## src/verilog/iepc_pkg.sv

```systemverilog
/*
  Constants and types of the interrupt enable and priority controller.
  Assumes a single clock domain and an AXI4-Lite register port whose byte
  address is four times the register index.
*/
package iepc_pkg;

  // Register indices; byte address is index times four
  localparam logic [7:0] IEPC_IDX_EN_BASE = 8'ha8;
  localparam logic [7:0] IEPC_IDX_EN_EXT = 8'ha9;
  localparam logic [7:0] IEPC_IDX_PRIO_LO_A = 8'hb8;
  localparam logic [7:0] IEPC_IDX_PRIO_HI_A = 8'hb9;
  localparam logic [7:0] IEPC_IDX_PRIO_LO_B = 8'hba;
  localparam logic [7:0] IEPC_IDX_PRIO_HI_B = 8'hbb;
  localparam logic [7:0] IEPC_IDX_STATUS = 8'hc0;
  localparam logic [7:0] IEPC_IDX_MASK = 8'hc1;

  // Field positions
  localparam int IEPC_GLOBAL_EN_BIT = 7;
  localparam int IEPC_ST_TAKEN_BIT = 0;
  localparam int IEPC_ST_PREEMPT_BIT = 1;
  localparam int IEPC_ST_WAKE_BIT = 2;

  // Reset values
  localparam logic [5:0] IEPC_RST_BANK = 6'h00;
  localparam logic [2:0] IEPC_RST_EVT = 3'h0;

  // Source numbering: bank a bits 5..0 are ids 5..0, bank b ids 11..6
  localparam int IEPC_NUM_SRC = 12;
  localparam logic [3:0] IEPC_SRC_EXT_PIN_C = 4'h8;

  // AXI responses
  localparam logic [1:0] IEPC_RESP_OKAY = 2'h0;
  localparam logic [1:0] IEPC_RESP_SLVERR = 2'h2;

  typedef logic [1:0] iepc_lvl_t;

  typedef struct packed {
    logic valid;
    logic [3:0] id;
    iepc_lvl_t level;
  } iepc_irq_req_t;

endpackage : iepc_pkg

```

## src/verilog/iepc_ctrl.sv

```systemverilog
/*
  Interrupt enable and four-level priority controller with AXI4-Lite
  register port. Assumes source flags, ack and done arrive from logic on
  aclk, and that the core acknowledges only a request that is presented.
*/
`timescale 1ns/1ps

// Notes on behaviour
// Level is high bit over low bit
// Pairs 10,01,00 give levels 2,1,0; reset 00
// Timer2 priority from bank a bit 5
// First serial port from bank a bit 4
// Timer1 priority from bank a bit 3
// External pin b from bank a bit 2
// Timer0 priority from bank a bit 1
// External pin a from bank a bit 0
// Second serial port from bank b bit 5
// SPI priority from bank b bit 4
// ADC/touch priority from bank b bit 3
// External pin c from bank b bit 2
// Pin-change priority from bank b bit 1
// Timer3 priority from bank b bit 0
// Extended enables bits 5..0, reset zero
// Pin c wakes ignoring global; pin-change wake ungated
// Global enable off blocks all requests
// Not-higher level waits for current handler
// Higher level preempts; preempted handler resumes
module iepc_ctrl (
  // Clock and reset
  input wire logic aclk,
  input wire logic aresetn,
  // AXI4-Lite write
  input wire logic [11:0] awaddr,
  input wire logic awvalid,
  output logic awready,
  input wire logic [31:0] wdata,
  input wire logic [3:0] wstrb,
  input wire logic wvalid,
  output logic wready,
  output logic [1:0] bresp,
  output logic bvalid,
  input wire logic bready,
  // AXI4-Lite read
  input wire logic [11:0] araddr,
  input wire logic arvalid,
  output logic arready,
  output logic [31:0] rdata,
  output logic [1:0] rresp,
  output logic rvalid,
  input wire logic rready,
  // Sources
  input wire logic [11:0] src_pend,
  input wire logic [1:0] ext_pin_ab_level,
  input wire logic pin_change_wake_req,
  // Core
  output iepc_pkg::iepc_irq_req_t irq_req,
  input wire logic irq_ack,
  input wire logic irq_done,
  output logic wake_core,
  output logic irq_out
);
  import iepc_pkg::*;

  function automatic logic is_mapped(input logic [7:0] idx);
    is_mapped = (idx == IEPC_IDX_EN_BASE) || (idx == IEPC_IDX_EN_EXT) ||
      (idx == IEPC_IDX_PRIO_LO_A) || (idx == IEPC_IDX_PRIO_HI_A) ||
      (idx == IEPC_IDX_PRIO_LO_B) || (idx == IEPC_IDX_PRIO_HI_B) ||
      (idx == IEPC_IDX_STATUS) || (idx == IEPC_IDX_MASK);
  endfunction : is_mapped

  // Highest set in-service level
  function automatic iepc_lvl_t top_level(input logic [3:0] svc);
    top_level = svc[3] ? 2'h3 : svc[2] ? 2'h2 : svc[1] ? 2'h1 : 2'h0;
  endfunction : top_level

  // Highest level wins; equal levels go to the lowest id
  function automatic logic [6:0] pick(input logic [11:0] pend,
    input logic [11:0] hi, input logic [11:0] lo);
    logic found;
    logic [3:0] id;
    iepc_lvl_t best;
    found = 1'b0;
    id = 4'h0;
    best = 2'h0;
    for (int i = IEPC_NUM_SRC - 1; i >= 0; i--)
    begin
      if (pend[i] && (!found || {hi[i], lo[i]} >= best))
      begin
        found = 1'b1;
        id = 4'(i);
        best = {hi[i], lo[i]};
      end
    end
    pick = {found, id, best};
  endfunction : pick

  // Register state
  logic global_en_q;
  logic [5:0] en_base_q;
  logic [5:0] en_ext_q;
  logic [5:0] prio_lo_a_q;
  logic [5:0] prio_hi_a_q;
  logic [5:0] prio_lo_b_q;
  logic [5:0] prio_hi_b_q;
  logic [2:0] status_q;
  logic [2:0] mask_q;

  // Bus state
  logic awready_q;
  logic wready_q;
  logic aw_full_q;
  logic w_full_q;
  logic [7:0] wr_idx_q;
  logic [31:0] wdata_q;
  logic wstrb0_q;
  logic bvalid_q;
  logic [1:0] bresp_q;
  logic arready_q;
  logic rvalid_q;
  logic [31:0] rdata_q;
  logic [1:0] rresp_q;

  // Core state
  logic [3:0] in_svc_q;
  iepc_irq_req_t irq_q;
  logic wake_q;
  logic irq_out_q;

  // Bus decode
  wire aw_hs = awvalid & awready_q;
  wire w_hs = wvalid & wready_q;
  wire b_hs = bvalid_q & bready;
  wire ar_hs = arvalid & arready_q;
  wire r_hs = rvalid_q & rready;
  wire wr_go = aw_full_q & w_full_q & ~bvalid_q;
  wire wr_en = wr_go & wstrb0_q;
  wire [7:0] rd_idx = araddr[9:2];
  wire [7:0] wdata_b = wdata_q[7:0];
  wire wr_base = wr_en && (wr_idx_q == IEPC_IDX_EN_BASE);
  wire wr_ext = wr_en && (wr_idx_q == IEPC_IDX_EN_EXT);
  wire wr_lo_a = wr_en && (wr_idx_q == IEPC_IDX_PRIO_LO_A);
  wire wr_hi_a = wr_en && (wr_idx_q == IEPC_IDX_PRIO_HI_A);
  wire wr_lo_b = wr_en && (wr_idx_q == IEPC_IDX_PRIO_LO_B);
  wire wr_hi_b = wr_en && (wr_idx_q == IEPC_IDX_PRIO_HI_B);
  wire wr_stat = wr_en && (wr_idx_q == IEPC_IDX_STATUS);
  wire wr_mask = wr_en && (wr_idx_q == IEPC_IDX_MASK);

  wire [7:0] rd_byte =
    (rd_idx == IEPC_IDX_EN_BASE) ? {global_en_q, 1'b0, en_base_q} :
    (rd_idx == IEPC_IDX_EN_EXT) ? {2'h0, en_ext_q} :
    (rd_idx == IEPC_IDX_PRIO_LO_A) ? {2'h0, prio_lo_a_q} :
    (rd_idx == IEPC_IDX_PRIO_HI_A) ? {2'h0, prio_hi_a_q} :
    (rd_idx == IEPC_IDX_PRIO_LO_B) ? {2'h0, prio_lo_b_q} :
    (rd_idx == IEPC_IDX_PRIO_HI_B) ? {2'h0, prio_hi_b_q} :
    (rd_idx == IEPC_IDX_STATUS) ? {5'h00, status_q} :
    (rd_idx == IEPC_IDX_MASK) ? {5'h00, mask_q} : 8'h00;

  // Per-source views, ids 5..0 from bank a and 11..6 from bank b
  wire [11:0] prio_hi_vec = {prio_hi_b_q, prio_hi_a_q};
  wire [11:0] prio_lo_vec = {prio_lo_b_q, prio_lo_a_q};
  wire [11:0] en_vec = {en_ext_q, en_base_q};

  // Candidate selection
  wire [11:0] pend_en = src_pend & en_vec & {12{global_en_q}};
  wire [6:0] cand = pick(pend_en, prio_hi_vec, prio_lo_vec);
  wire cand_found = cand[6];
  wire [3:0] cand_id = cand[5:2];
  wire [1:0] cand_lvl = cand[1:0];
  wire in_any = |in_svc_q;
  wire [1:0] cur_lvl = top_level(in_svc_q);
  wire cand_ok = cand_found && (!in_any || cand_lvl > cur_lvl);

  // In-service stack of levels
  wire ack_ok = irq_ack & irq_q.valid;
  wire [3:0] top_bit = in_any ? (4'h1 << cur_lvl) : 4'h0;
  wire [3:0] svc_after_done = irq_done ? (in_svc_q & ~top_bit) : in_svc_q;
  wire [3:0] in_svc_d = ack_ok ?
    (svc_after_done | (4'h1 << irq_q.level)) : svc_after_done;

  iepc_irq_req_t irq_d;
  assign irq_d.valid = cand_ok & ~ack_ok;
  assign irq_d.id = cand_id;
  assign irq_d.level = cand_lvl;

  // Wake-up: pin enables only, no global gate
  wire wake_d = (en_base_q[0] & ext_pin_ab_level[0]) |
    (en_base_q[2] & ext_pin_ab_level[1]) |
    (en_ext_q[2] & src_pend[IEPC_SRC_EXT_PIN_C]) |
    pin_change_wake_req;

  // Sticky events, set wins over write-one-clear
  wire [2:0] evt_set = {wake_d & ~wake_q, ack_ok & in_any, ack_ok & ~in_any};
  wire [2:0] evt_clr = wr_stat ? wdata_b[2:0] : 3'h0;
  wire [2:0] status_d = (status_q & ~evt_clr) | evt_set;

  // Write channels
  always_ff @(posedge aclk)
  begin
    if (!aresetn)
    begin
      awready_q <= 1'b1;
      wready_q <= 1'b1;
      aw_full_q <= 1'b0;
      w_full_q <= 1'b0;
      wr_idx_q <= 8'h00;
      wdata_q <= 32'h0000_0000;
      wstrb0_q <= 1'b0;
      bvalid_q <= 1'b0;
      bresp_q <= IEPC_RESP_OKAY;
    end
    else
    begin
      if (aw_hs)
      begin
        awready_q <= 1'b0;
        aw_full_q <= 1'b1;
        wr_idx_q <= awaddr[9:2];
      end
      if (w_hs)
      begin
        wready_q <= 1'b0;
        w_full_q <= 1'b1;
        wdata_q <= wdata;
        wstrb0_q <= wstrb[0];
      end
      if (wr_go)
      begin
        aw_full_q <= 1'b0;
        w_full_q <= 1'b0;
        bvalid_q <= 1'b1;
        bresp_q <= is_mapped(wr_idx_q) ? IEPC_RESP_OKAY : IEPC_RESP_SLVERR;
      end
      if (b_hs)
      begin
        bvalid_q <= 1'b0;
        awready_q <= 1'b1;
        wready_q <= 1'b1;
      end
    end
  end

  // Read channel
  always_ff @(posedge aclk)
  begin
    if (!aresetn)
    begin
      arready_q <= 1'b1;
      rvalid_q <= 1'b0;
      rdata_q <= 32'h0000_0000;
      rresp_q <= IEPC_RESP_OKAY;
    end
    else if (ar_hs)
    begin
      arready_q <= 1'b0;
      rvalid_q <= 1'b1;
      rdata_q <= {24'h00_0000, rd_byte};
      rresp_q <= is_mapped(rd_idx) ? IEPC_RESP_OKAY : IEPC_RESP_SLVERR;
    end
    else if (r_hs)
    begin
      arready_q <= 1'b1;
      rvalid_q <= 1'b0;
    end
  end

  // Software registers
  always_ff @(posedge aclk)
  begin
    if (!aresetn)
    begin
      global_en_q <= 1'b0;
      en_base_q <= IEPC_RST_BANK;
      en_ext_q <= IEPC_RST_BANK;
      prio_lo_a_q <= IEPC_RST_BANK;
      prio_hi_a_q <= IEPC_RST_BANK;
      prio_lo_b_q <= IEPC_RST_BANK;
      prio_hi_b_q <= IEPC_RST_BANK;
      mask_q <= IEPC_RST_EVT;
    end
    else
    begin
      if (wr_base)
      begin
        global_en_q <= wdata_b[IEPC_GLOBAL_EN_BIT];
        en_base_q <= wdata_b[5:0];
      end
      if (wr_ext)
        en_ext_q <= wdata_b[5:0];
      if (wr_lo_a)
        prio_lo_a_q <= wdata_b[5:0];
      if (wr_hi_a)
        prio_hi_a_q <= wdata_b[5:0];
      if (wr_lo_b)
        prio_lo_b_q <= wdata_b[5:0];
      if (wr_hi_b)
        prio_hi_b_q <= wdata_b[5:0];
      if (wr_mask)
        mask_q <= wdata_b[2:0];
    end
  end

  // Core-facing state
  always_ff @(posedge aclk)
  begin
    if (!aresetn)
    begin
      in_svc_q <= 4'h0;
      irq_q <= '0;
      wake_q <= 1'b0;
      status_q <= IEPC_RST_EVT;
      irq_out_q <= 1'b0;
    end
    else
    begin
      in_svc_q <= in_svc_d;
      irq_q <= irq_d;
      wake_q <= wake_d;
      status_q <= status_d;
      irq_out_q <= |(status_d & mask_q);
    end
  end

  assign awready = awready_q;
  assign wready = wready_q;
  assign bvalid = bvalid_q;
  assign bresp = bresp_q;
  assign arready = arready_q;
  assign rvalid = rvalid_q;
  assign rdata = rdata_q;
  assign rresp = rresp_q;
  assign irq_req = irq_q;
  assign wake_core = wake_q;
  assign irq_out = irq_out_q;

  property p_level_pair;
    @(posedge aclk) disable iff (!aresetn)
    irq_q.valid && $stable(prio_hi_vec) && $stable(prio_lo_vec) |->
      irq_q.level == {prio_hi_vec[irq_q.id], prio_lo_vec[irq_q.id]};
  endproperty
  a_level_pair: assert property (p_level_pair)
    else $error("presented level differs from priority pair");

  property p_reset_prio;
    @(posedge aclk)
    !aresetn |=> (prio_hi_vec == 12'h000) && (prio_lo_vec == 12'h000);
  endproperty
  a_reset_prio: assert property (p_reset_prio)
    else $error("priority pairs not zero after reset");

  property p_timer_two_pair;
    @(posedge aclk) disable iff (!aresetn)
    irq_q.valid && irq_q.id == 4'h5 && $stable(prio_hi_a_q) &&
      $stable(prio_lo_a_q) |-> irq_q.level == {prio_hi_a_q[5], prio_lo_a_q[5]};
  endproperty
  a_timer_two_pair: assert property (p_timer_two_pair)
    else $error("timer two level not from bank a bit 5");

  property p_serial_b_pair;
    @(posedge aclk) disable iff (!aresetn)
    irq_q.valid && irq_q.id == 4'hb && $stable(prio_hi_b_q) &&
      $stable(prio_lo_b_q) |-> irq_q.level == {prio_hi_b_q[5], prio_lo_b_q[5]};
  endproperty
  a_serial_b_pair: assert property (p_serial_b_pair)
    else $error("second serial level not from bank b bit 5");

  property p_enable_gate;
    @(posedge aclk) disable iff (!aresetn)
    irq_q.valid && $stable(en_vec) |-> en_vec[irq_q.id];
  endproperty
  a_enable_gate: assert property (p_enable_gate)
    else $error("request presented for a disabled source");

  property p_pin_c_wake;
    @(posedge aclk) disable iff (!aresetn)
    en_ext_q[2] && src_pend[IEPC_SRC_EXT_PIN_C] |=> wake_q;
  endproperty
  a_pin_c_wake: assert property (p_pin_c_wake)
    else $error("pin c did not wake the core");

  property p_global_block;
    @(posedge aclk) disable iff (!aresetn)
    !$past(global_en_q) |-> !irq_q.valid;
  endproperty
  a_global_block: assert property (p_global_block)
    else $error("request presented with global enable off");

  property p_wait_lower;
    @(posedge aclk) disable iff (!aresetn)
    irq_q.valid && $past(in_any) |-> irq_q.level > $past(cur_lvl);
  endproperty
  a_wait_lower: assert property (p_wait_lower)
    else $error("request not above the level in service");

  property p_preempt_nest;
    @(posedge aclk) disable iff (!aresetn)
    ack_ok && in_any && !irq_done |=>
      in_svc_q == ($past(in_svc_q) | (4'h1 << $past(irq_q.level))) ##1
      in_svc_q != 4'h0;
  endproperty
  a_preempt_nest: assert property (p_preempt_nest)
    else $error("preemption lost the interrupted level");

  property p_irq_out;
    @(posedge aclk) disable iff (!aresetn)
    |(status_q & mask_q) && !wr_stat |-> ##[0:1] irq_out_q;
  endproperty
  a_irq_out: assert property (p_irq_out)
    else $error("unmasked event did not raise the interrupt");

endmodule : iepc_ctrl

```

## config.mk

```make
export PLATFORM = sky130hd
export DESIGN_NAME = iepc_ctrl
export DESIGN_NICKNAME = d
export VERILOG_FILES = /design/src/verilog/iepc_pkg.sv /design/src/verilog/iepc_ctrl.sv
export SDC_FILE = /design/constraint.sdc
export NUM_CORES = 1
export LEC_CHECK = 0
export BUFFER_PORTS_ARGS = -buffer_cell sky130_fd_sc_hd__buf_2
export CORE_MARGIN = 2
export CORE_UTILIZATION = 58
export DETAILED_ROUTE_END_ITERATION = 6
export GPL_TIMING_DRIVEN = 0
export PLACE_DENSITY_LB_ADDON = 0.25
export SLEW_MARGIN = 10
export SYNTH_ARGS = -nofsm -noshare
export SYNTH_HDL_FRONTEND = slang
export SYNTH_SLANG_ARGS = --single-unit
```

## constraint.sdc

```tcl
create_clock -name aclk -period 31.4 [get_ports aclk]
set_clock_uncertainty 0.05 [all_clocks]
set_input_delay 6.28 -clock aclk [delete_from_list [all_inputs] [get_ports aclk]]
set_output_delay 6.28 -clock aclk [all_outputs]
set_load 0.02 [all_outputs]
```

==> flow_summary.toml <==
[timing]
final-setup-viol-count = 0
fin_tns_setup_ns = 0
max-slew-margin-rel = 0.368
clock.fmax_ghz = 0.0469
final-hold-violation-count = 0
rsz0062_at_grt = "false"
tightest_slew_ns = 0.940
fin_crit_sh = 0.679
maxSlewViolCount = 0
fin_crit_ns = 21.32

[synth]
avgSynthCellArea_um2 = 8.22
synth_ff_type = "dfxtp_1"
muxShareOfSynthArea = 0.0884
syn_area_mm2 = 0.00509
synth_edf_count = 0
yosys.area_share.adder = 0.0535
synth_cells = 620
synth_seq_cells = 88
postSynth.asyncResetShare = 0
synth_warnings = 0
synth_top_family_by_area = "simple AND/OR/NAND/NOR gates"
synth_seq_area_share = 0.346
synth-simple-area-share = 0.233
synth_xor_area_frac = 0
synth.distinct_cells = 66
synth_compound_area_frac = 0.203

[cts]
clk_path_buf_depth = 2
root_buffer = "clkbuf_8"
postCtsSetupRepairBufs = 0
h-tree-depth = 3
cts_sinks = 88
clock_latency_ns = 0.37
numCtsBuffers = 9
cts-resized-gates = 0
cts_tree = "done"
cts-hold-fix-buffers = 0
cts.clk_slew.worst_paths_ns = 0.10

[route]
vias_per_cell = 6.00
first_iter_violations = 400
postRouteAntennaNets = 0
via_count = 5041
dr.pass1.iters = 7
drt_wl_total_mm = 14.2
post_drt_wl_per_cell_um = 16.8
drcViolationCount = 8

[global_route]
gr-usage-met3 = 0.0446
grt_max_degree = 19
met2_usage = 0.515
grt_pass1_vias = 4771
gr-max-usage-layer = "met2"
groute.usage.overall = 0.301
met1_usage = 0.383
grt_pass1_wl_mm = 23.4
grt_antenna_before_repair = 0
grt_overflow_total = 0

[power_and_ir_drop]
p_seq_frac = 0.535
leakage_nw = 2.53
power_mw = 0.217
clockPowerShare = 0.361
combPwrFrac = 0.104
cellPowerDensity_mw_per_mm2 = 36.8
peakVddDrop_mv = 0.0334
p_sw_frac = 0.291
p_switching_mw = 0.0631
p_int_mw = 0.154

[layout]
n_antenna_cell = 0
fin_util = 0.683
layout.cells.most_common = "dfxtp_1"
fin_nets = 832
synthToLayoutAreaGrowth_pct = 15.7
drive_gt1_frac = 0.198
final_cell_mix = "88 x dfxtp_1, 78 x nor2_1, 72 x buf_2"
layout.cells.non_filler = 840

[critical_path]
critPathSlowestCell = "or4b_2"
startpoint_type = "primary input"
arrival_ns = 21.53
crit_top_cell = "ha_1"
cp.required_ns = 31.61
path_class = "primary input to flop"
cp_slowest_stage_delay_ns = 0.67
cp_max_fo = 8
end_kind = "flop"

[flow_run]
cap_viol_max_count = 0

[outcome]
failed_checks = "design-rule violations"
status = "finished, violations left"

[floorplan]
die_x_um = 97.7
dieHeight_um = 97.7
core_region_area_mm2 = 0.00864
rows = 34
ios = 134
initial_core_util = 0.590
dieArea_mm2 = 0.00955

[placed_design]
io_buffers = 70
dpl.hpwl_mm = 10.8
placed_cells = 824
gp_congestion = 0.927

[min_path]
hold_path.class = "flop to flop"
[sequential cells by signal (all words and copies together), names as in the netlist, 3 cells and up]
name and count:
status_q 3, prio_hi_b_q 6, wr_idx_q 8, wdata_q 7
in_svc_q 4, prio_lo_a_q 6, en_ext_q 6, rdata 7
prio_hi_a_q 6, prio_lo_b_q 6, mask_q 3, irq_req 7
en_base_q 6
[cells in the mapped netlist, drive strengths merged, types with 5 or more instances]
cell     n  share of area
dfxtp   88           0.35
nor2    78          0.057
nand2   64          0.047
a21oi   58          0.061
mux2i   42          0.083
nand3   32          0.032
buf     29          0.042
clkbuf  23          0.017
inv     23          0.017
ha      21          0.052
o21ai   19          0.019
nand2b  16          0.021
a222oi  13          0.026
a211oi  12          0.019
nand4   11          0.014
nor3     8         0.0088
and3     7         0.0086
a21o     6         0.0088
a31oi    6         0.0086
nor2b    6         0.0074
o21a     5         0.0076
[layer usage]
layer	vias to the layer above	routed length [um]
met2	237	6940
met1	2364	5740
met5	-	0
li1	2409	-
met4	0	332
met3	31	1140
[path summary, 6_finish.rpt]
path | from | endpoint | slack [ns] | depth (start not counted)
worst min register to register | wstrb0_q$_SDFFE_PN0P_ | wstrb0_q$_SDFFE_PN0P_ | 0.42 | 2
worst min-delay path | wstrb0_q$_SDFFE_PN0P_ | wstrb0_q$_SDFFE_PN0P_ | 0.42 | 2
worst max register to register | global_en_q$_SDFFE_PN0P_ | irq_req[6]$_SDFF_PN0_ | 15.39 | 75
worst max-delay path | src_pend[11] | irq_req[6]$_SDFF_PN0_ | 10.08 | 75
[power groups by stage]
stage	Clock [mW]	Sequential (mW)	Combinational, mW
2_1_floorplan	0	0.119	0.0135
3_3_place_gp	0	0.118	0.0215
3_5_place_dp	0	0.118	0.0221
4_1_cts	0.0777	0.116	0.0221
5_1_grt	0.0832	0.116	0.0246
6_report	0.0783	0.116	0.0225
[cell families after synthesis]
logic type,after synthesis
and+or+nand+nor,245
AOI/OAI and AO/OA,145
DFF,88
buffers and inverters,75
muxes,44
adders and majority gates,22
other,1
[layout make-up]
type / instances / area [um2]
Clock inverter: 7 / 73.8
Buffer: 52 / 299
Sequential cell: 88 / 1760
Inverter: 23 / 86.3
Tap cell: 108 / 135
Multi-Input combinational cell: 483 / 3070
Clock buffer: 9 / 124
Timing Repair Buffer: 70 / 350
Fill cell: 752 / 2740
[per-stage QoR]
step	area, um2	hold WS [ns]	setup WS [ns]
after floorplan	5190	0.380	11.63
after CTS	5890	0.416	10.15
after global placement	5680	0.391	10.28
after global routing	5900	0.451	8.92
after detailed placement	5690	0.401	9.83
final	5900	0.417	10.08
[critical path: cells and delay by family]
family,cells,cell delay [ns]
fa+ha+maj,13,3.47
buf+inv,3,0.27
mux,2,0.70
simple gates,25,3.88
compound gates,32,6.93
Note: power is estimated with default switching activity, not from simulation.
